$ cat src/pmu_activity_map.svh
// Register indices, field positions, reset values and timing counts
`ifndef PMU_ACTIVITY_MAP_SVH
`define PMU_ACTIVITY_MAP_SVH
`define IDX_PMU_CONTROL     8'hc2
`define IDX_IO_RANGE_SELECT 8'hc5
`define IDX_RESUME_CONTROL  8'hdd
`define IDX_ACTIVITY_MASK   8'hdf
`define IDX_PMU_STATUS      8'he0
`define IDX_NMI_MASK        8'he1
`define IDX_NMI_STATUS      8'he2
`define CTL_RING_MSB        3
`define CTL_DEBOUNCE_BIT    7
`define ACT_KBD             0
`define ACT_SERIAL          1
`define ACT_CARD            2
`define ACT_DISK            3
`define ACT_GPIO            4
`define NMI_PRIMARY_LB      0
`define NMI_SECONDARY_LB    1
`define NMI_BUTTON          2
`define CTL_RST             8'h01
`define RANGE_RST           8'h00
`define RESUME_RST          8'h00
`define AMASK_RST           8'h1f
`define NMIMASK_RST         8'h07
`define KBD_PORT            16'h0060
`define SER_A_LO            16'h02e8
`define SER_A_HI            16'h02ef
`define SER_B_LO            16'h02f8
`define SER_B_HI            16'h02ff
`define SER_C_LO            16'h03e8
`define SER_C_HI            16'h03ef
`define SER_D_LO            16'h03f8
`define SER_D_HI            16'h03ff
`define DISK_A_LO           16'h03f6
`define DISK_A_HI           16'h03f7
`define DISK_B_LO           16'h01f0
`define DISK_B_HI           16'h01f7
`define CLK_HZ              100000000
`define TICK_US             500
`define TICK_CYC            (`CLK_HZ / 1000000 * `TICK_US)
`define BTN_LOW_US          60000
`define BTN_LOW_TICKS       (`BTN_LOW_US / `TICK_US)
`define BTN_STABLE_US       4000
`define BTN_STABLE_TICKS    (`BTN_STABLE_US / `TICK_US)
`define LB_MIN_US           1000
// One extra tick, as the first tick may fall right after the input rises
`define LB_MIN_TICKS        ((`LB_MIN_US + `TICK_US - 1) / `TICK_US + 1)
`define RSM_D0_US           250000
`define RSM_D1_US           125000
`define RSM_D2_US           62500
`define RSM_D3_US           0
`define AXI_OKAY            2'b00
`define AXI_SLVERR          2'b10
`endif

$ cat src/pmu_activity_pkg.sv
// Types shared by the activity and wake input block
package pmu_activity_pkg;
  typedef enum logic [2:0] {ST_ON, ST_DOZE, ST_SLEEP, ST_SUSPEND, ST_OFF} power_state_e;
  typedef enum logic [1:0] {RS_IDLE, RS_WAIT_GOOD, RS_DELAY, RS_RUN} resume_state_e;
endpackage : pmu_activity_pkg

$ cat src/pmu_activity_and_wake_inputs.sv
// Activity decoder and wake, reset, power-good and low-battery inputs
`timescale 1ns/1ns
`include "pmu_activity_map.svh"
module pmu_activity_and_wake_inputs
  import pmu_activity_pkg::*;
#(
  parameter int TICK_CYCLES = `TICK_CYC
) (
  input  wire logic         clk,
  input  wire logic         reset_n,
  input  wire logic [11:0]  s_axi_awaddr,
  input  wire logic         s_axi_awvalid,
  output logic              s_axi_awready,
  input  wire logic [31:0]  s_axi_wdata,
  input  wire logic [3:0]   s_axi_wstrb,
  input  wire logic         s_axi_wvalid,
  output logic              s_axi_wready,
  output logic [1:0]        s_axi_bresp,
  output logic              s_axi_bvalid,
  input  wire logic         s_axi_bready,
  input  wire logic [11:0]  s_axi_araddr,
  input  wire logic         s_axi_arvalid,
  output logic              s_axi_arready,
  output logic [31:0]       s_axi_rdata,
  output logic [1:0]        s_axi_rresp,
  output logic              s_axi_rvalid,
  input  wire logic         s_axi_rready,
  input  wire logic         io_strobe,
  input  wire logic         io_write,
  input  wire logic [15:0]  io_addr,
  input  wire logic         card_io_hit,
  input  power_state_e      power_state,
  input  wire logic         power_button_input,
  input  wire logic         ring_indicator_input,
  input  wire logic         system_power_good,
  input  wire logic         hard_reset_input,
  input  wire logic         primary_low_battery,
  input  wire logic         secondary_low_battery,
  output logic [4:0]        activity_event,
  output logic              activity_any,
  output logic              wake_to_on,
  output logic              system_supply_enable,
  output logic              code_run_enable,
  output logic              system_reset_n,
  output logic              nmi
);

  function automatic logic in_win(input logic [15:0] a, input logic [15:0] lo,
                                  input logic [15:0] hi);
    in_win = (a >= lo) && (a <= hi);
  endfunction : in_win

  function automatic logic [7:0] reg_idx(input logic [11:0] a);
    reg_idx = a[9:2];
  endfunction : reg_idx

  function automatic logic mapped(input logic [11:0] a);
    logic [7:0] i;
    i = a[9:2];
    mapped = (a[11:10] == 2'b00) && (i == `IDX_PMU_CONTROL || i == `IDX_IO_RANGE_SELECT
             || i == `IDX_RESUME_CONTROL || i == `IDX_ACTIVITY_MASK || i == `IDX_PMU_STATUS
             || i == `IDX_NMI_MASK || i == `IDX_NMI_STATUS);
  endfunction : mapped

  // Pin synchronisers, stage one read only by stage two
  logic [5:0] pin_meta_r;
  logic [5:0] pin_sync_r;
  always_ff @(posedge clk or negedge reset_n)
  begin
    if (!reset_n)
    begin
      pin_meta_r <= 6'h07;
      pin_sync_r <= 6'h07;
    end
    else
    begin
      pin_meta_r <= {secondary_low_battery, primary_low_battery, system_power_good,
                     ring_indicator_input, power_button_input, hard_reset_input};
      pin_sync_r <= pin_meta_r;
    end
  end
  logic hr_s, btn_s, ring_s, pg_s, lb1_s, lb2_s, srst;
  assign {lb2_s, lb1_s, pg_s, ring_s, btn_s, hr_s} = pin_sync_r;
  assign srst = !hr_s;
  assign system_reset_n = hr_s;

  logic asleep, awake;
  assign asleep = (power_state == ST_SUSPEND) || (power_state == ST_OFF);
  assign awake  = !asleep;

  logic [15:0] tick_cnt_r;
  logic        tick;
  assign tick = (tick_cnt_r == 16'(TICK_CYCLES - 1));
  always_ff @(posedge clk or negedge reset_n)
  begin
    if (!reset_n)
      tick_cnt_r <= 16'h0000;
    else if (tick)
      tick_cnt_r <= 16'h0000;
    else
      tick_cnt_r <= tick_cnt_r + 16'h0001;
  end

  // Registers
  logic [7:0] ctl_r, range_r, resume_r, amask_r, nmimask_r, nmistat_r;
  logic [2:0] nmi_set;
  logic       wr_fire, aw_held_r, w_held_r;
  logic [11:0] awaddr_r;
  logic [31:0] wdata_r;
  logic [3:0]  wstrb_r;
  logic        wr_lane;
  assign wr_fire = aw_held_r && w_held_r && !s_axi_bvalid;
  assign wr_lane = wr_fire && wstrb_r[0] && mapped(awaddr_r);

  always_ff @(posedge clk or negedge reset_n)
  begin
    if (!reset_n)
    begin
      ctl_r     <= `CTL_RST;
      range_r   <= `RANGE_RST;
      resume_r  <= `RESUME_RST;
      amask_r   <= `AMASK_RST;
      nmimask_r <= `NMIMASK_RST;
    end
    else if (srst)
    begin
      ctl_r     <= `CTL_RST;
      range_r   <= `RANGE_RST;
      resume_r  <= `RESUME_RST;
      amask_r   <= `AMASK_RST;
      nmimask_r <= `NMIMASK_RST;
    end
    else if (wr_lane)
    begin
      case (reg_idx(awaddr_r))
        `IDX_PMU_CONTROL:     ctl_r     <= wdata_r[7:0];
        `IDX_IO_RANGE_SELECT: range_r   <= wdata_r[7:0];
        `IDX_RESUME_CONTROL:  resume_r  <= wdata_r[7:0];
        `IDX_ACTIVITY_MASK:   amask_r   <= wdata_r[7:0];
        `IDX_NMI_MASK:        nmimask_r <= wdata_r[7:0];
        default:              ;
      endcase
    end
  end

  // pending bits, write one to clear, set wins
  logic [7:0] nmi_clr;
  assign nmi_clr = (wr_lane && reg_idx(awaddr_r) == `IDX_NMI_STATUS) ? wdata_r[7:0] : 8'h00;
  always_ff @(posedge clk or negedge reset_n)
  begin
    if (!reset_n)
      nmistat_r <= 8'h00;
    else if (srst)
      nmistat_r <= 8'h00;
    else
      nmistat_r <= (nmistat_r & ~nmi_clr) | {5'h00, nmi_set};
  end
  assign nmi = |(nmistat_r[2:0] & ~nmimask_r[2:0]);

  // AXI write channel
  assign s_axi_awready = !aw_held_r;
  assign s_axi_wready  = !w_held_r;
  always_ff @(posedge clk or negedge reset_n)
  begin
    if (!reset_n)
    begin
      aw_held_r    <= 1'b0;
      w_held_r     <= 1'b0;
      awaddr_r     <= 12'h000;
      wdata_r      <= 32'h0000_0000;
      wstrb_r      <= 4'h0;
      s_axi_bvalid <= 1'b0;
      s_axi_bresp  <= `AXI_OKAY;
    end
    else
    begin
      if (s_axi_awvalid && s_axi_awready)
      begin
        aw_held_r <= 1'b1;
        awaddr_r  <= s_axi_awaddr;
      end
      if (s_axi_wvalid && s_axi_wready)
      begin
        w_held_r <= 1'b1;
        wdata_r  <= s_axi_wdata;
        wstrb_r  <= s_axi_wstrb;
      end
      if (wr_fire)
      begin
        aw_held_r    <= 1'b0;
        w_held_r     <= 1'b0;
        s_axi_bvalid <= 1'b1;
        s_axi_bresp  <= mapped(awaddr_r) ? `AXI_OKAY : `AXI_SLVERR;
      end
      else if (s_axi_bready)
        s_axi_bvalid <= 1'b0;
    end
  end

  // AXI read channel
  logic [7:0] status_v;
  logic [7:0] rd_v;
  assign status_v = {power_state, 1'b0, lb2_s, lb1_s, code_run_enable, system_supply_enable};
  always_comb
  begin
    case (reg_idx(s_axi_araddr))
      `IDX_PMU_CONTROL:     rd_v = ctl_r;
      `IDX_IO_RANGE_SELECT: rd_v = range_r;
      `IDX_RESUME_CONTROL:  rd_v = resume_r;
      `IDX_ACTIVITY_MASK:   rd_v = amask_r;
      `IDX_PMU_STATUS:      rd_v = status_v;
      `IDX_NMI_MASK:        rd_v = nmimask_r;
      `IDX_NMI_STATUS:      rd_v = nmistat_r;
      default:              rd_v = 8'h00;
    endcase
  end
  assign s_axi_arready = !s_axi_rvalid;
  always_ff @(posedge clk or negedge reset_n)
  begin
    if (!reset_n)
    begin
      s_axi_rvalid <= 1'b0;
      s_axi_rdata  <= 32'h0000_0000;
      s_axi_rresp  <= `AXI_OKAY;
    end
    else if (s_axi_arvalid && s_axi_arready)
    begin
      s_axi_rvalid <= 1'b1;
      s_axi_rdata  <= mapped(s_axi_araddr) ? {24'h000000, rd_v} : 32'h0000_0000;
      s_axi_rresp  <= mapped(s_axi_araddr) ? `AXI_OKAY : `AXI_SLVERR;
    end
    else if (s_axi_rready)
      s_axi_rvalid <= 1'b0;
  end

  // Activity decode
  logic [4:0] act_raw;
  always_comb
  begin
    act_raw = 5'h00;
    act_raw[`ACT_KBD] = io_strobe && !io_write && (io_addr == `KBD_PORT);
    act_raw[`ACT_SERIAL] = io_strobe && (in_win(io_addr, `SER_A_LO, `SER_A_HI)
      || in_win(io_addr, `SER_B_LO, `SER_B_HI) || in_win(io_addr, `SER_C_LO, `SER_C_HI)
      || in_win(io_addr, `SER_D_LO, `SER_D_HI));
    act_raw[`ACT_CARD] = io_strobe && card_io_hit;
    act_raw[`ACT_DISK] = io_strobe && (in_win(io_addr, `DISK_A_LO, `DISK_A_HI)
      || in_win(io_addr, `DISK_B_LO, `DISK_B_HI));
    act_raw[`ACT_GPIO] = io_strobe && (io_addr[15:10] == 6'h00) && (io_addr[9:2] == range_r);
  end
  always_ff @(posedge clk or negedge reset_n)
  begin
    if (!reset_n)
    begin
      activity_event <= 5'h00;
      activity_any   <= 1'b0;
    end
    else
    begin
      activity_event <= act_raw & amask_r[4:0];
      activity_any   <= |(act_raw & amask_r[4:0]);
    end
  end

  logic [3:0] btn_stab_r;
  logic [7:0] btn_low_r;
  logic       btn_db_r, btn_rise, btn_long;
  assign btn_rise = tick && !btn_db_r && btn_s && (btn_stab_r == 4'(`BTN_STABLE_TICKS - 1));
  assign btn_long = btn_low_r > 8'(`BTN_LOW_TICKS);
  always_ff @(posedge clk or negedge reset_n)
  begin
    if (!reset_n)
    begin
      btn_stab_r <= 4'h0;
      btn_db_r   <= 1'b1;
      btn_low_r  <= 8'h00;
    end
    else if (tick)
    begin
      if (btn_s == btn_db_r)
        btn_stab_r <= 4'h0;
      else if (btn_stab_r == 4'(`BTN_STABLE_TICKS - 1))
      begin
        btn_stab_r <= 4'h0;
        btn_db_r   <= btn_s;
      end
      else
        btn_stab_r <= btn_stab_r + 4'h1;
      if (btn_db_r)
        btn_low_r <= 8'h00;
      else if (btn_low_r != 8'hff)
        btn_low_r <= btn_low_r + 8'h01;
    end
  end
  logic btn_wake, btn_nmi;
  assign btn_wake = btn_rise && btn_long && (power_state == ST_SUSPEND);
  // release after long press requests power-down
  assign btn_nmi  = btn_rise && btn_long && awake;

  logic       ring_prev_r;
  logic [3:0] ring_cnt_r;
  logic       ring_edge, ring_wake;
  assign ring_edge = ring_s && !ring_prev_r && asleep;
  assign ring_wake = ring_edge && (ring_cnt_r + 4'h1 >= ctl_r[`CTL_RING_MSB:0]);
  always_ff @(posedge clk or negedge reset_n)
  begin
    if (!reset_n)
    begin
      ring_prev_r <= 1'b1;
      ring_cnt_r  <= 4'h0;
    end
    else
    begin
      ring_prev_r <= ring_s;
      if (srst || awake || ring_wake)
        ring_cnt_r <= 4'h0;
      else if (ring_edge)
        ring_cnt_r <= ring_cnt_r + 4'h1;
    end
  end
  always_ff @(posedge clk or negedge reset_n)
  begin
    if (!reset_n)
      wake_to_on <= 1'b0;
    else
      wake_to_on <= !srst && (btn_wake || ring_wake);
  end

  // Low battery inputs
  logic [1:0] lb_in, lb_prev_r, lb_done_r, lb_ev;
  logic [1:0] lb_cnt_r [2];
  assign lb_in = {lb2_s && awake, lb1_s};
  always_ff @(posedge clk or negedge reset_n)
  begin
    if (!reset_n)
    begin
      lb_prev_r <= 2'b00;
      lb_done_r <= 2'b00;
      lb_cnt_r  <= '{2'b00, 2'b00};
    end
    else
    begin
      lb_prev_r <= lb_in;
      for (int i = 0; i < 2; i++)
      begin
        if (!lb_in[i])
        begin
          lb_cnt_r[i]  <= 2'b00;
          lb_done_r[i] <= 1'b0;
        end
        else if (tick && lb_cnt_r[i] != 2'(`LB_MIN_TICKS))
          lb_cnt_r[i] <= lb_cnt_r[i] + 2'b01;
        else if (lb_cnt_r[i] == 2'(`LB_MIN_TICKS))
          lb_done_r[i] <= 1'b1;
      end
    end
  end
  always_comb
  begin
    for (int i = 0; i < 2; i++)
    begin
      if (ctl_r[`CTL_DEBOUNCE_BIT])
        lb_ev[i] = lb_in[i] && !lb_done_r[i] && (lb_cnt_r[i] == 2'(`LB_MIN_TICKS));
      else
        lb_ev[i] = lb_in[i] && !lb_prev_r[i];
    end
  end
  assign nmi_set = {btn_nmi, lb_ev};

  logic asleep_prev_r, sleep_entry;
  assign sleep_entry = asleep && !asleep_prev_r;
  always_ff @(posedge clk or negedge reset_n)
  begin
    if (!reset_n)
    begin
      asleep_prev_r        <= 1'b0;
      system_supply_enable <= 1'b1;
    end
    else
    begin
      asleep_prev_r <= asleep;
      if (srst || wake_to_on)
        system_supply_enable <= 1'b1;
      else if (sleep_entry)
        system_supply_enable <= 1'b0;
    end
  end

  resume_state_e rs_r;
  logic [9:0]    rs_cnt_r;
  logic          cold_r;
  logic [9:0]    rs_load;
  always_comb
  begin
    case (cold_r ? 2'b00 : resume_r[1:0])
      2'b00:   rs_load = 10'(`RSM_D0_US / `TICK_US);
      2'b01:   rs_load = 10'(`RSM_D1_US / `TICK_US);
      2'b10:   rs_load = 10'(`RSM_D2_US / `TICK_US);
      default: rs_load = 10'(`RSM_D3_US / `TICK_US);
    endcase
  end
  always_ff @(posedge clk or negedge reset_n)
  begin
    if (!reset_n)
    begin
      rs_r     <= RS_WAIT_GOOD;
      rs_cnt_r <= 10'h000;
      cold_r   <= 1'b1;
    end
    else if (srst)
    begin
      rs_r     <= RS_WAIT_GOOD;
      rs_cnt_r <= 10'h000;
      cold_r   <= 1'b1;
    end
    else if (wake_to_on)
      rs_r <= RS_WAIT_GOOD;
    else if (sleep_entry)
      rs_r <= RS_IDLE;
    else
    begin
      case (rs_r)
        RS_IDLE:
          rs_r <= RS_IDLE;
        RS_WAIT_GOOD:
          if (pg_s)
          begin
            rs_cnt_r <= rs_load;
            rs_r     <= RS_DELAY;
          end
        RS_DELAY:
          if (!pg_s)
            rs_r <= RS_WAIT_GOOD;
          else if (rs_cnt_r == 10'h000)
          begin
            rs_r   <= RS_RUN;
            cold_r <= 1'b0;
          end
          else if (tick)
            rs_cnt_r <= rs_cnt_r - 10'h001;
        RS_RUN:
          rs_r <= RS_RUN;
        default:
          rs_r <= RS_IDLE;
      endcase
    end
  end
  assign code_run_enable = (rs_r == RS_RUN);
endmodule : pmu_activity_and_wake_inputs

$ cat config.mk
export PLATFORM = sky130hd
export DESIGN_NAME = pmu_activity_and_wake_inputs
export DESIGN_NICKNAME = d
export VERILOG_FILES = /design/src/pmu_activity_pkg.sv /design/src/pmu_activity_and_wake_inputs.sv
export VERILOG_INCLUDE_DIRS = /design/src
export SDC_FILE = /design/constraint.sdc
export NUM_CORES = 1
export LEC_CHECK = 0
export ABC_AREA = 1
export BUFFER_PORTS_ARGS = -buffer_cell sky130_fd_sc_hd__buf_2
export CAP_MARGIN = 20
export CORE_UTILIZATION = 55
export DETAILED_ROUTE_END_ITERATION = 12
export PLACE_DENSITY = 0.86
export SETUP_SLACK_MARGIN = 0.1
export SYNTH_ARGS = -nofsm -noshare
export SYNTH_HDL_FRONTEND = slang
export SYNTH_SLANG_ARGS = --single-unit
export TNS_END_PERCENT = 100
$ cat constraint.sdc
create_clock -name clk -period 2.2 [get_ports clk]
set_clock_uncertainty 0.05 [all_clocks]
set_input_delay 0.44 -clock clk [delete_from_list [all_inputs] [get_ports clk]]
set_output_delay 0.44 -clock clk [all_outputs]
set_load 0.005 [all_outputs]
Yosys cells after proc, flatten, opt, wreduce, memory -nomap -nowiden:

Cells that the tools add are included.

* output and inout port bits: 52
* logic and storage cells: 298
* flip-flop bits (word level): 185

* multiplexer cells: 73
* equal/unequal tests: 55
* reductions and logical operators: 105
* bitwise operators: 7
* $lt $le $gt $ge: 14
* $add $sub $neg: 7

Operators by type and width (count)
* 8-bit two-way mux: 20
* 8-bit == test, second input constant: 14
* 16-bit by 10-bit >= comparator with 1-bit output, second input constant: 5
* 16-bit by 10-bit <= comparator with 1-bit output, second input constant: 5
* 10-bit two-way mux: 7
* 8-bit one-hot mux with 7 select lines: 1
* 1-bit logical AND: 43
* 9-bit one-hot mux with 3 select lines: 1
* 2-bit two-way mux: 13
* 2-bit by 1-bit inequality test with 1-bit output, second input constant: 13
* 1-bit two-way mux: 24
* 1-bit logical OR: 21
* 10-bit one-hot mux with 2 select lines: 1
* 2-bit AND reduction: 9
* 16-bit by 1-bit adder with 16-bit output, second input constant: 1
* 16-bit == test, second input constant: 1
* 16-bit by 7-bit == test with 1-bit output, second input constant: 1
* 16-bit by 9-bit >= comparator with 1-bit output, second input constant: 1
* 16-bit by 9-bit <= comparator with 1-bit output, second input constant: 1
* 16-bit two-way mux: 1
* 4-bit two-way mux: 4
* 1-bit zero test: 14
* 2-bit nonzero test: 7
* 2-bit inequality test, second input constant: 6
* other kinds (34): 47

Logic depth before layout (Yosys ltp):

Gate-level depths: netlist of run 1.

* word-level depth: 15
* mapped depth: 13

Worst setup path after synthesis of run 1:

OpenSTA, ideal clock, no wires.

* kind: flip-flop to flip-flop
* start point: register ring_cnt_r[0]
* end point: register ring_cnt_r[0]
* data required time: 2.024 ns
* path buffers: 0
* stages on the path, launching flop included: 11
* setup slack: 0.453 ns
* data arrival time: 1.571 ns
* setup time: 0.126 ns
* clock period less this slack: 1.747 ns
* cells stage by stage: dfrtp_1 ha_1 xor2_1 ha_1 nand2_1 o211ai_1 nand2_1 nand2_1 nor2_1 nor2_1 a21oi_1

* longest elaborated chain between the ends: 5

Ends and longest elaborated chain
* from (decl): RTL line pmu_activity_and_wake_inputs.sv:300 `logic [3:0] ring_cnt_r;`
* from (signal assigned): RTL line pmu_activity_and_wake_inputs.sv:317 `ring_cnt_r <= ring_cnt_r + 4'h1;`
* 4-bit by 1-bit adder with 4-bit output (*): RTL line pmu_activity_and_wake_inputs.sv:303, pmu_activity_and_wake_inputs.sv:317
* 4-bit >= comparator: RTL line pmu_activity_and_wake_inputs.sv:303 `` assign ring_wake = ring_edge && (ring_cnt_r + 4'h1 >= ctl_r[`CTL_RING_MSB:0]); ``
* 1-bit logical AND: RTL line pmu_activity_and_wake_inputs.sv:303
* 1-bit logical OR: RTL line pmu_activity_and_wake_inputs.sv:314 `if (srst || awake || ring_wake)`
* 4-bit two-way mux or 2-bit nonzero test (tied branches)

Mark *: on every way between the ends. The rest lies on a longest branch, timed or not. The select of a mux whose other input is x is not followed.
A chain may end at the register's enable or synchronous reset.

Final worst setup path of run 1:

* start point: register tick_cnt_r[0]
* end point: register tick_cnt_r[12]

* longest elaborated chain between the ends: 2

Ends and longest elaborated chain
* from (decl): RTL line pmu_activity_and_wake_inputs.sv:91 `logic [15:0] tick_cnt_r;`
* from (signal assigned): RTL line pmu_activity_and_wake_inputs.sv:101 `tick_cnt_r <= tick_cnt_r + 16'h0001;`
* 16-bit by 1-bit adder with 16-bit output or 16-bit == test (tied branches): RTL line pmu_activity_and_wake_inputs.sv:101, pmu_activity_and_wake_inputs.sv:93
* 16-bit two-way mux (*): RTL line pmu_activity_and_wake_inputs.sv:98 `else if (tick)`

Mark *: on every way between the ends. The rest lies on a longest branch, timed or not.

==> results of run 1 <==
routing by layer:
layer / vias to the layer above / track usage, % / part of all wire, %
met5: - / 0 / 0
met4: 0 / 11.7 / 2.9
met3: 52 / 7.23 / 8.3
met2: 348 / 43.5 / 47
met1: 3455 / 35.5 / 42
li1: 3454 / - / -
critical path, delay by kind of cell (launching register included):
family	cells	cell delay (ns)
simple gates	5	0.77
flops	1	0.37
buf+inv	2	0.22
compound gates	2	0.32
fa+ha+maj	1	0.20
report_power, final:
group	switching, mW	internal (mW)	leakage (nW)
Clock	1.18	1.73	0.273
Combinational	0.925	0.523	2.50
Sequential	0.339	3.32	1.96
Total	2.45	5.57	4.73
per-stage QoR:
step                total power, mW  cell area (um2)  worst slack (ns)  hold WS, ns
floorplan                      4.59             8260             0.453       0.0944
global placement               4.99             8830             0.256        0.286
detailed placement             5.08             8830             0.189        0.286
CTS                            7.98             9420             0.156       0.0451
global route                   8.42             9480            0.0583       0.0404
finish                         8.02             9480             0.204       0.0515
Yosys cell counts (3+ instances only):
cell type	instances	share of area (%)
nand2_1	222	10
dfrtp_1	137	42
inv_1	132	6.1
nor2_1	108	5.0
nand3_1	56	3.4
a21oi_1	49	3.0
o21ai_0	46	2.8
buf_4	26	2.4
nand4_1	21	1.6
nor3_1	21	1.3
dfstp_2	20	6.4
o21ai_1	18	1.1
ha_1	16	2.5
o21ai_2	15	1.6
o22ai_1	13	1.0
xor2_1	11	1.2
a211oi_1	8	0.74
clkbuf_1	8	0.37
nand2_2	6	0.46
nand3b_1	6	0.55
nor4_1	6	0.46
buf_6	5	0.69
nor2_2	5	0.38
nor2_4	5	0.69
o211ai_1	5	0.46
mux2_2	4	0.55
o21bai_1	4	0.37
o31ai_1	3	0.28
xnor2_1	3	0.32
kinds of logic (layout without fill, tap and decap cells):
logic type	count (synthesis)	after routing	share of synthesized area (%)
mux	4	4	0.551
fa+ha+maj	16	16	2.45
buf+inv	178	278	9.86
flops	157	157	48.4
xor+xnor	14	14	1.50
simple gates	463	463	24.8
other cells	1	26	0.0459
compound gates	171	171	12.4
cells in the final DEF (no fill, tap or decap), types with 5 or more instances in the layout:
master,netlist,layout
nand2_1,222,222
dfrtp_1,137,137
inv_1,132,131
nor2_1,108,107
buf_2,2,88
nand3_1,56,56
a21oi_1,49,48
o21ai_0,46,46
conb_1,1,26
nand4_1,21,21
nor3_1,21,21
dfstp_2,20,20
o21ai_1,18,18
clkbuf_16,0,17
buf_4,26,17
ha_1,16,16
o21ai_2,15,14
o22ai_1,13,13
xor2_1,11,9
a211oi_1,8,8
nand2_2,6,6
nand3b_1,6,6
nor4_1,6,6
nor2_4,5,6
clkinvlp_4,0,5
nor2_2,5,5
o211ai_1,5,5
cell type report:
type	count	area share, %
Sequential cell	157	41.7
Clock buffer	22	4.89
Timing Repair Buffer	111	7.06
Clock inverter	10	1.20
Tap cell	184	2.43
Inverter	135	5.38
Multi-Input combinational cell	694	37.3
path summary, 6_finish.rpt:
check / cells past startpoint / to / startpoint / slack, ns
setup / recovery: 10 / tick_cnt_r[12] / tick_cnt_r[0] / 0.20
hold / removal: 1 / pin_meta_r[2] / ring_indicator_input / 0.05
setup reg to reg: 10 / tick_cnt_r[12] / tick_cnt_r[0] / 0.20
hold reg to reg: 0 / pin_sync_r[3] / pin_meta_r[3] / 0.29
max in group asynchronous: 3 / btn_db_r / reset_n / 0.92
min in group asynchronous: 2 / range_r[7] / reset_n / 0.52
repair_timing:
action / 4_1_cts / 5_1_grt
endpoints found under the hold margin: 48 / 0
hold buffers: 1 / 0
buffers inserted: 0 / 3
endpoints found under the setup margin: 0 / 30
resized for setup: 0 / 8
==> metrics.txt, run 1 <==
status completed; Peak VDD IR 0.676 mV; Power Dens Cells 845 nW/um2; CP max FO 4; syn avg cell area 8.14 um2; Area Overhead vs Synth 16.1%; cell row count 44; drt first pass iters 6; Die Width 124 um; Post-Synthesis Cell Area 8170 um2; post-synthesis sequential area ratio 48.4%; final period utilization 90.7%; Distinct cells, synth 48; grt total ovfl 0; RD Place Congestion 0.895; Crit-path slowest cell dfrtp_1; CTS buffer count 17; Detail Route Antenna Nets 0; Max stage delay on crit path 0.37 ns; DR iter-0 viols 711; Min-Delay Path Class in -> reg; Final Max Tran Viols 0; Finished Layout Cells 1313; first-pass GRT wire length 32.1 mm; die outline area 15300 um2; CTS clk-pin slew, worst paths 0.06 ns; initial core utilization 56.2%; H-tree Lvls 4; max reg flops 16; cells after synthesis 1004; IO buf count 89; Post-synth EDFFs 0; core area 14500 um2; CTS root buffer clkbuf_16; Rel. slew slack 59.0%; vias 7309; Final Hold Vio Count 0; gr usage total 27.4%; CTS Buffer Depth 2; worst slew pin tran 0.615 ns; HPWL after DPL 14.3 mm; antenna violations before repair 0; largest net degree at the start of global routing 62; Largest Register tick_cnt_r; CTS tree yes; fillers 1157; final wirelength 19.7 mm; Ant. Diodes 0; kind of critical path reg -> reg; # DRC 0; Setup crit end kind register; fraction of registers with async set/reset 100%; WL/cell 15.0 um; crit path cell chain ha_1, nand3_1, buf_4, nor2_1, nand2_1, nor2_1, nand3_1, o21ai_0, o211ai_1, inv_1; Max Cap Viol 0; Largest regs tick_cnt_r: 16 flops, awaddr_r: 10 flops, rs_cnt_r: 10 flops; Seq cells post-synth 157; count of endpoints failing setup in the final report 0; CP Data Required Time 2.52 ns; footprint of the multi-input gates 3540 um2; setup tns final 0 ns; Max Freq 501 MHz; register area 3950 um2; vias in the first global route 6810; fin crit period 2.00 ns; CP startpoint kind register; share of cells above drive strength 1 18.2%; RSZ-0062 raised after global routing true; dpl cells 1277; via/cell ratio 5.57; fin nets 1227; Ys Warns 0; Die Y 124 um; post-layout util 65.3%; top_reg_cell synth dfrtp_1; clk_lat worst skew 0.43 ns; clk sinks 157; static leakage 4.73 nW; Worst EP arrival 2.32 ns; # IOs 147
Power figures use the tool's default switching activity.
==> run 2, diff against run 1 <==
--- a/config.mk
+++ b/config.mk
@@ -9,9 +9,12 @@
 export ABC_AREA = 1
 export BUFFER_PORTS_ARGS = -buffer_cell sky130_fd_sc_hd__buf_2
 export CAP_MARGIN = 20
-export CORE_UTILIZATION = 55
+export CELL_PAD_IN_SITES_DETAIL_PLACEMENT = 0
+export CELL_PAD_IN_SITES_GLOBAL_PLACEMENT = 1
+export CORE_UTILIZATION = 42
+export CTS_CLUSTER_DIAMETER = 200
 export DETAILED_ROUTE_END_ITERATION = 12
-export PLACE_DENSITY = 0.86
+export PLACE_DENSITY = 0.88
 export SETUP_SLACK_MARGIN = 0.1
 export SYNTH_ARGS = -nofsm -noshare
 export SYNTH_HDL_FRONTEND = slang
==> metrics.txt, run 2 (synthesis results as in run 1) <==
status completed; vias 6868; Hold Path Origin power_button_input; setup tns final 0 ns; Final Hold Vio Count 0; share of cells above drive strength 1 18.6%; commonest cells after routing, fill and taps aside nand2_1, dfrtp_1, inv_1; max layer used met4; die outline area 20000 um2; Final Max Tran Viols 0; Flop pwr share 45.4%; largest net degree at the start of global routing 65; clk sinks 157; DRT met1 WL 9.43 mm; drt first pass iters 4; max reg flops 16; fin nets 1230; Hold EP pin_meta_r[1]; r2r startpoint ring_cnt_r[0]; Die Width 141 um; initial core utilization 43.2%; Area Overhead vs Synth 17.6%; IO buf count 89; # DRC 0; kind of critical path reg -> reg; WL/cell 13.9 um; Largest regs tick_cnt_r: 16 flops, awaddr_r: 10 flops, rs_cnt_r: 10 flops; CTS Buffer Depth 2; routed length on met2 8.65 mm; dpl cell area 8940 um2; clk_lat worst skew 0.43 ns; via/cell ratio 4.93; met3 WL 892 um; switching power of the nets 2.44 mW; CP max FO 5; final period utilization 88.6%; fin crit period 1.95 ns; # IOs 147; Worst Hold Depth 1; r2r endpoint ring_cnt_r[0]; Int Power 5.57 mW; count of endpoints failing setup in the final report 0; RSZ-0062 raised after global routing true; worst slew pin tran 0.673 ns; Detail Route Antenna Nets 0; pre-CTS setup slack 0.118 ns; Min-Delay Path Class in -> reg; Finished Layout Cells 1392; CP startpoint kind register; dpl cells 1356; Reg2Reg Depth 10; Largest Register tick_cnt_r; CP Data Required Time 2.45 ns; CTS tree yes; fillers 1864; gr usage total 20.6%; Clk pwr share 36.9%; Worst EP arrival 2.20 ns; vias in the first global route 6405; Die Y 141 um; RD Place Congestion 0.847; Final Instance Area 9610 um2; commonest non-fill, non-tap cell in the layout nand2_1; core area 18900 um2; cell row count 50; R2R Setup Slk 0.25 ns; Peak VDD IR 0.598 mV; first-pass GRT wire length 32.3 mm; Power Dens Cells 834 nW/um2; HPWL after DPL 14.5 mm; Ant. Diodes 0; Setup crit end kind register; grt total ovfl 0; switch share 30.5%; static leakage 4.78 nW; CTS root buffer clkbuf_16; CTS clk-pin slew, worst paths 0.06 ns; antenna violations before repair 0; fin worst setup slack 0.251 ns; combinational power share 17.7%; H-tree Lvls 4; Max Cap Viol 0; Rel. slew slack 55.0%; final wirelength 19.4 mm; Max Freq 513 MHz; CTS buffer count 17; DR iter-0 viols 415
-- run 2: timing repair --
item	CTS	global route
setup endpoints to repair	3	51
hold endpoints to repair	12	0
gates resized for setup	1	11
hold buffers	1	0
pin swaps	0	2
setup buffers	0	3
-- run 2: critical path: stages (launching register included) --
cell and delay (ns):
dfrtp_1 0.43, ha_1 0.23, xor2_1 0.15, ha_1 0.30, nand2_1 0.06, o211ai_1 0.19, nand2_1 0.13, nand2_2 0.10
nor2_2 0.05, nor2_1 0.09, a21oi_1 0.05
-- run 2: metrics by stage --
step	util, %	hold WS, ns	power (mW)
3_3_place_gp	47.3	0.283	5.03
2_1_floorplan	-	0.0944	4.59
5_1_grt	50.8	0.0467	8.45
6_report	50.8	0.0571	8.01
3_5_place_dp	47.3	0.289	5.09
4_1_cts	50.5	0.0457	8.06
-- run 2: worst max path at each step --
stage                       start             to  slack [ns]  cells after the start
finish              ring_cnt_r[0]  ring_cnt_r[0]        0.25                     10
floorplan           ring_cnt_r[0]  ring_cnt_r[0]        0.45                     10
detailed placement  tick_cnt_r[0]    rs_cnt_r[1]        0.12                      9
CTS                   awaddr_r[7]     range_r[1]        0.13                     12
global placement    tick_cnt_r[0]    rs_cnt_r[7]        0.13                      9
global route          awaddr_r[7]     range_r[1]        0.08                     12
-- run 2: metal layers --
layer / global-route usage (%) / vias up
li1: - / 3457
met1: 29.4 / 3177
met3: 3.17 / 27
met4: 7.87 / 0
met5: 0 / -
met2: 31.7 / 207
-- run 2: power groups by stage --
stage                     sequential, mW  clock (mW)  combinational (mW)
after floorplan                     3.59           0                1.00
after global placement              3.66           0                1.37
after detailed placement            3.69           0                1.40
after CTS                           3.64        3.01                1.41
after global routing                3.69        3.13                1.63
final                               3.64        2.96                1.42
-- run 2: layout make-up --
class                   count  area (um2)  area share, %
inverters                 135         507           5.27
clock buffers              20         457           4.75
multi-input cells         694        3550           36.9
flip-flops and latches    157        3950           41.2
clock inverters            12         135           1.41
well taps                 260         325           3.39
repair buffers            114         683           7.11
==> run 3, diff against run 2 <==
--- a/config.mk
+++ b/config.mk
@@ -6,15 +6,15 @@
 export SDC_FILE = /design/constraint.sdc
 export NUM_CORES = 1
 export LEC_CHECK = 0
-export ABC_AREA = 1
+export ABC_AREA = 0
 export BUFFER_PORTS_ARGS = -buffer_cell sky130_fd_sc_hd__buf_2
 export CAP_MARGIN = 20
 export CELL_PAD_IN_SITES_DETAIL_PLACEMENT = 0
 export CELL_PAD_IN_SITES_GLOBAL_PLACEMENT = 1
-export CORE_UTILIZATION = 42
+export CORE_UTILIZATION = 43
 export CTS_CLUSTER_DIAMETER = 200
 export DETAILED_ROUTE_END_ITERATION = 12
-export PLACE_DENSITY = 0.88
+export PLACE_DENSITY = 0.87
 export SETUP_SLACK_MARGIN = 0.1
 export SYNTH_ARGS = -nofsm -noshare
 export SYNTH_HDL_FRONTEND = slang
==> metrics.txt, run 3 <==
Final Max Tran Viols 0; Setup crit end kind register; Seq cells post-synth 157; hold slack 0.0621 ns; share of cells above drive strength 1 26.3%; kind of critical path reg -> reg; post-synthesis sequential area ratio 50.2%; xor-xnor portion of the synthesized cell area 3.22%; top cell type's share of synthesized area 43.5%; Detail Route Antenna Nets 0; first-pass GRT wire length 28.9 mm; Max Freq 457 MHz; HPWL after DPL 12.7 mm; count leader, synth dfrtp_1; Power Dens Cells 758 nW/um2; fin nets 1023; clk_lat worst skew 0.42 ns; main combinational cell family by area after synthesis simple AND/OR/NAND/NOR gates; top_reg_cell synth dfrtp_1; CP max FO 12; Largest regs tick_cnt_r: 16 flops, awaddr_r: 10 flops, rs_cnt_r: 10 flops; Post-Synthesis Cell Area 7880 um2; count of endpoints failing setup in the final report 0; commonest non-fill, non-tap cell in the layout dfrtp_1; cells after synthesis 771; grt total ovfl 0; switch share 27.4%; combinational power share 14.7%; clk sinks 157; area leader, netlist dfrtp_1; # IOs 147; core area 18000 um2; CTS root buffer clkbuf_16; Max Cap Viol 0; r2r startpoint tick_cnt_r[13]; Flop pwr share 48.9%; CP Launch Point tick_cnt_r[13]; worst slew pin tran 0.532 ns; Ant. Diodes 0; CTS clk-pin slew, worst paths 0.06 ns; DR iter-0 viols 441; H-tree Lvls 4; post-synthesis mux area share 8.43%; Post-synth EDFFs 0; die outline area 18900 um2; # DRC 0; WL/cell 15.6 um; largest cells by area after synthesis dfrtp_1, dfstp_2, mux2i_1, nor2_1, nand2_1; initial core utilization 43.9%; Final Hold Vio Count 0; syn avg cell area 10.2 um2; max reg flops 16; Clk pwr share 36.4%; gr usage total 19.9%; final wirelength 17.9 mm; Int Power 5.25 mW; CP Data Required Time 2.50 ns; vias in the first global route 5796; IO buf count 89; CTS Buffer Depth 2; Worst EP arrival 2.48 ns; vias 6084; CTS buffer count 17; Hold Path Origin power_button_input; RSZ-0062 raised after global routing true; Synth Area in Adders 2.67%; switching power of the nets 1.99 mW; via/cell ratio 5.27; final period utilization 99.4%; drt first pass iters 5; CP startpoint kind register; Die Width 137 um; Distinct cells, synth 66; fin crit period 2.19 ns; static leakage 4.52 nW; Area Overhead vs Synth 21.3%; Largest Register tick_cnt_r; CTS tree yes; simple-gate share of the synthesized area 18.3%; Rel. slew slack 64.5%; Die Y 137 um; Min-Delay Path Class in -> reg; setup tns final 0 ns; fillers 1591; fraction of registers with async set/reset 100%; Compound-Gate Fraction of Synth Area 11.8%; list of most frequent post-synthesis cells dfrtp_1, nor2_1, nand2_1; Ys Warns 0; cell row count 49; post-layout util 53.2%; status completed; RD Place Congestion 0.844; Peak VDD IR 0.544 mV; antenna violations before repair 0; commonest cells after routing, fill and taps aside dfrtp_1, buf_2, nor2_1; largest net degree at the start of global routing 55
==> run 3: cell count changes in the layout (fill, tap and decap cells not counted), moves of 15 or more <==
cell     before  now
nor2_1      106   85
nand3_1      54   21
xnor2_1       3   18
mux2_2        4   19
nand2_1     220   62
o21ai_0      45   29
mux2i_1       0   44
buf_4        20   55
inv_1       132   31
==> run 3: final cells by class <==
class | instances | area [um2] | area share [%]
clock buffer | 25 | 485 | 5.08
clock inverter | 7 | 41.3 | 0.432
inverter | 31 | 116 | 1.22
multi-input combinational | 554 | 3700 | 38.7
sequential | 157 | 3950 | 41.4
tap | 229 | 287 | 3.00
timing repair buffer | 151 | 977 | 10.2
==> run 3: per-stage QoR <==
step                instances  total power, mW  setup slack [ns]  cell area [um2]
global placement         1119             4.56           -0.0254             8900
finish                   1154             7.24            0.0125             9560
CTS                      1154             7.29           0.00437             9490
detailed placement       1119             4.59           -0.0852             8900
floorplan                 796             4.11            0.0939             7980
global route             1154             7.58           -0.0600             9560
==> run 3: what timing repair did <==
item | in CTS | in global routing
setup buffers | 2 | 0
endpoints found under the hold margin | 43 | 0
setup endpoints to repair | 20 | 37
gates resized for setup | 13 | 17
pin swaps | 9 | 3
hold buffers | 1 | 0
==> run 3: critical path, cell delays in order, from the launching register on <==
cell      delay [ns]
dfrtp_1         0.40
nor4b_4         0.32
nand4b_1        0.24
o32a_1          0.43
buf_6           0.16
or3_1           0.36
a21oi_1         0.15
==> run 3: power by group through the flow <==
| stage | Combinational, mW | Sequential, mW | Clock (mW) |
|---|---|---|---|
| after floorplan | 0.660 | 3.45 | 0 |
| after global placement | 0.984 | 3.58 | 0 |
| after detailed placement | 1.01 | 3.59 | 0 |
| after CTS | 1.06 | 3.54 | 2.69 |
| after global routing | 1.18 | 3.59 | 2.81 |
| final | 1.06 | 3.54 | 2.63 |
==> run 3: cell families after synthesis <==
| kind of cell | Yosys count |
|---|---|
| and+or+nand+nor | 275 |
| AOI/OAI and AO/OA | 143 |
| other | 1 |
| xor gates and xnor gates | 29 |
| buffers and inverters | 85 |
| adders and majority gates | 17 |
| muxes | 64 |
| DFF | 157 |
==> run 3: worst paths after layout <==
kind / end / slack [ns] / cells after the start
worst max-delay path: rs_cnt_r[1] / 0.01 / 6
worst min-delay path: pin_meta_r[1] / 0.06 / 1
worst max register to register: rs_cnt_r[1] / 0.01 / 6
worst min register to register: pin_sync_r[3] / 0.30 / 0
max in group asynchronous: pin_meta_r[2] / 0.90 / 3
min in group asynchronous: activity_any / 0.48 / 2
==> run 3: per-layer routing <==
| layer | track usage [%] | share of wire (%) | routed length, um | up-vias |
|---|---|---|---|---|
| li1 | - | - | - | 2962 |
| met1 | 26.8 | 46 | 8300 | 2971 |
| met4 | 5.56 | 1.1 | 193 | 0 |
| met5 | 0 | 0 | 0 | - |
| met3 | 4.01 | 3.5 | 636 | 21 |
| met2 | 32.5 | 49 | 8820 | 130 |
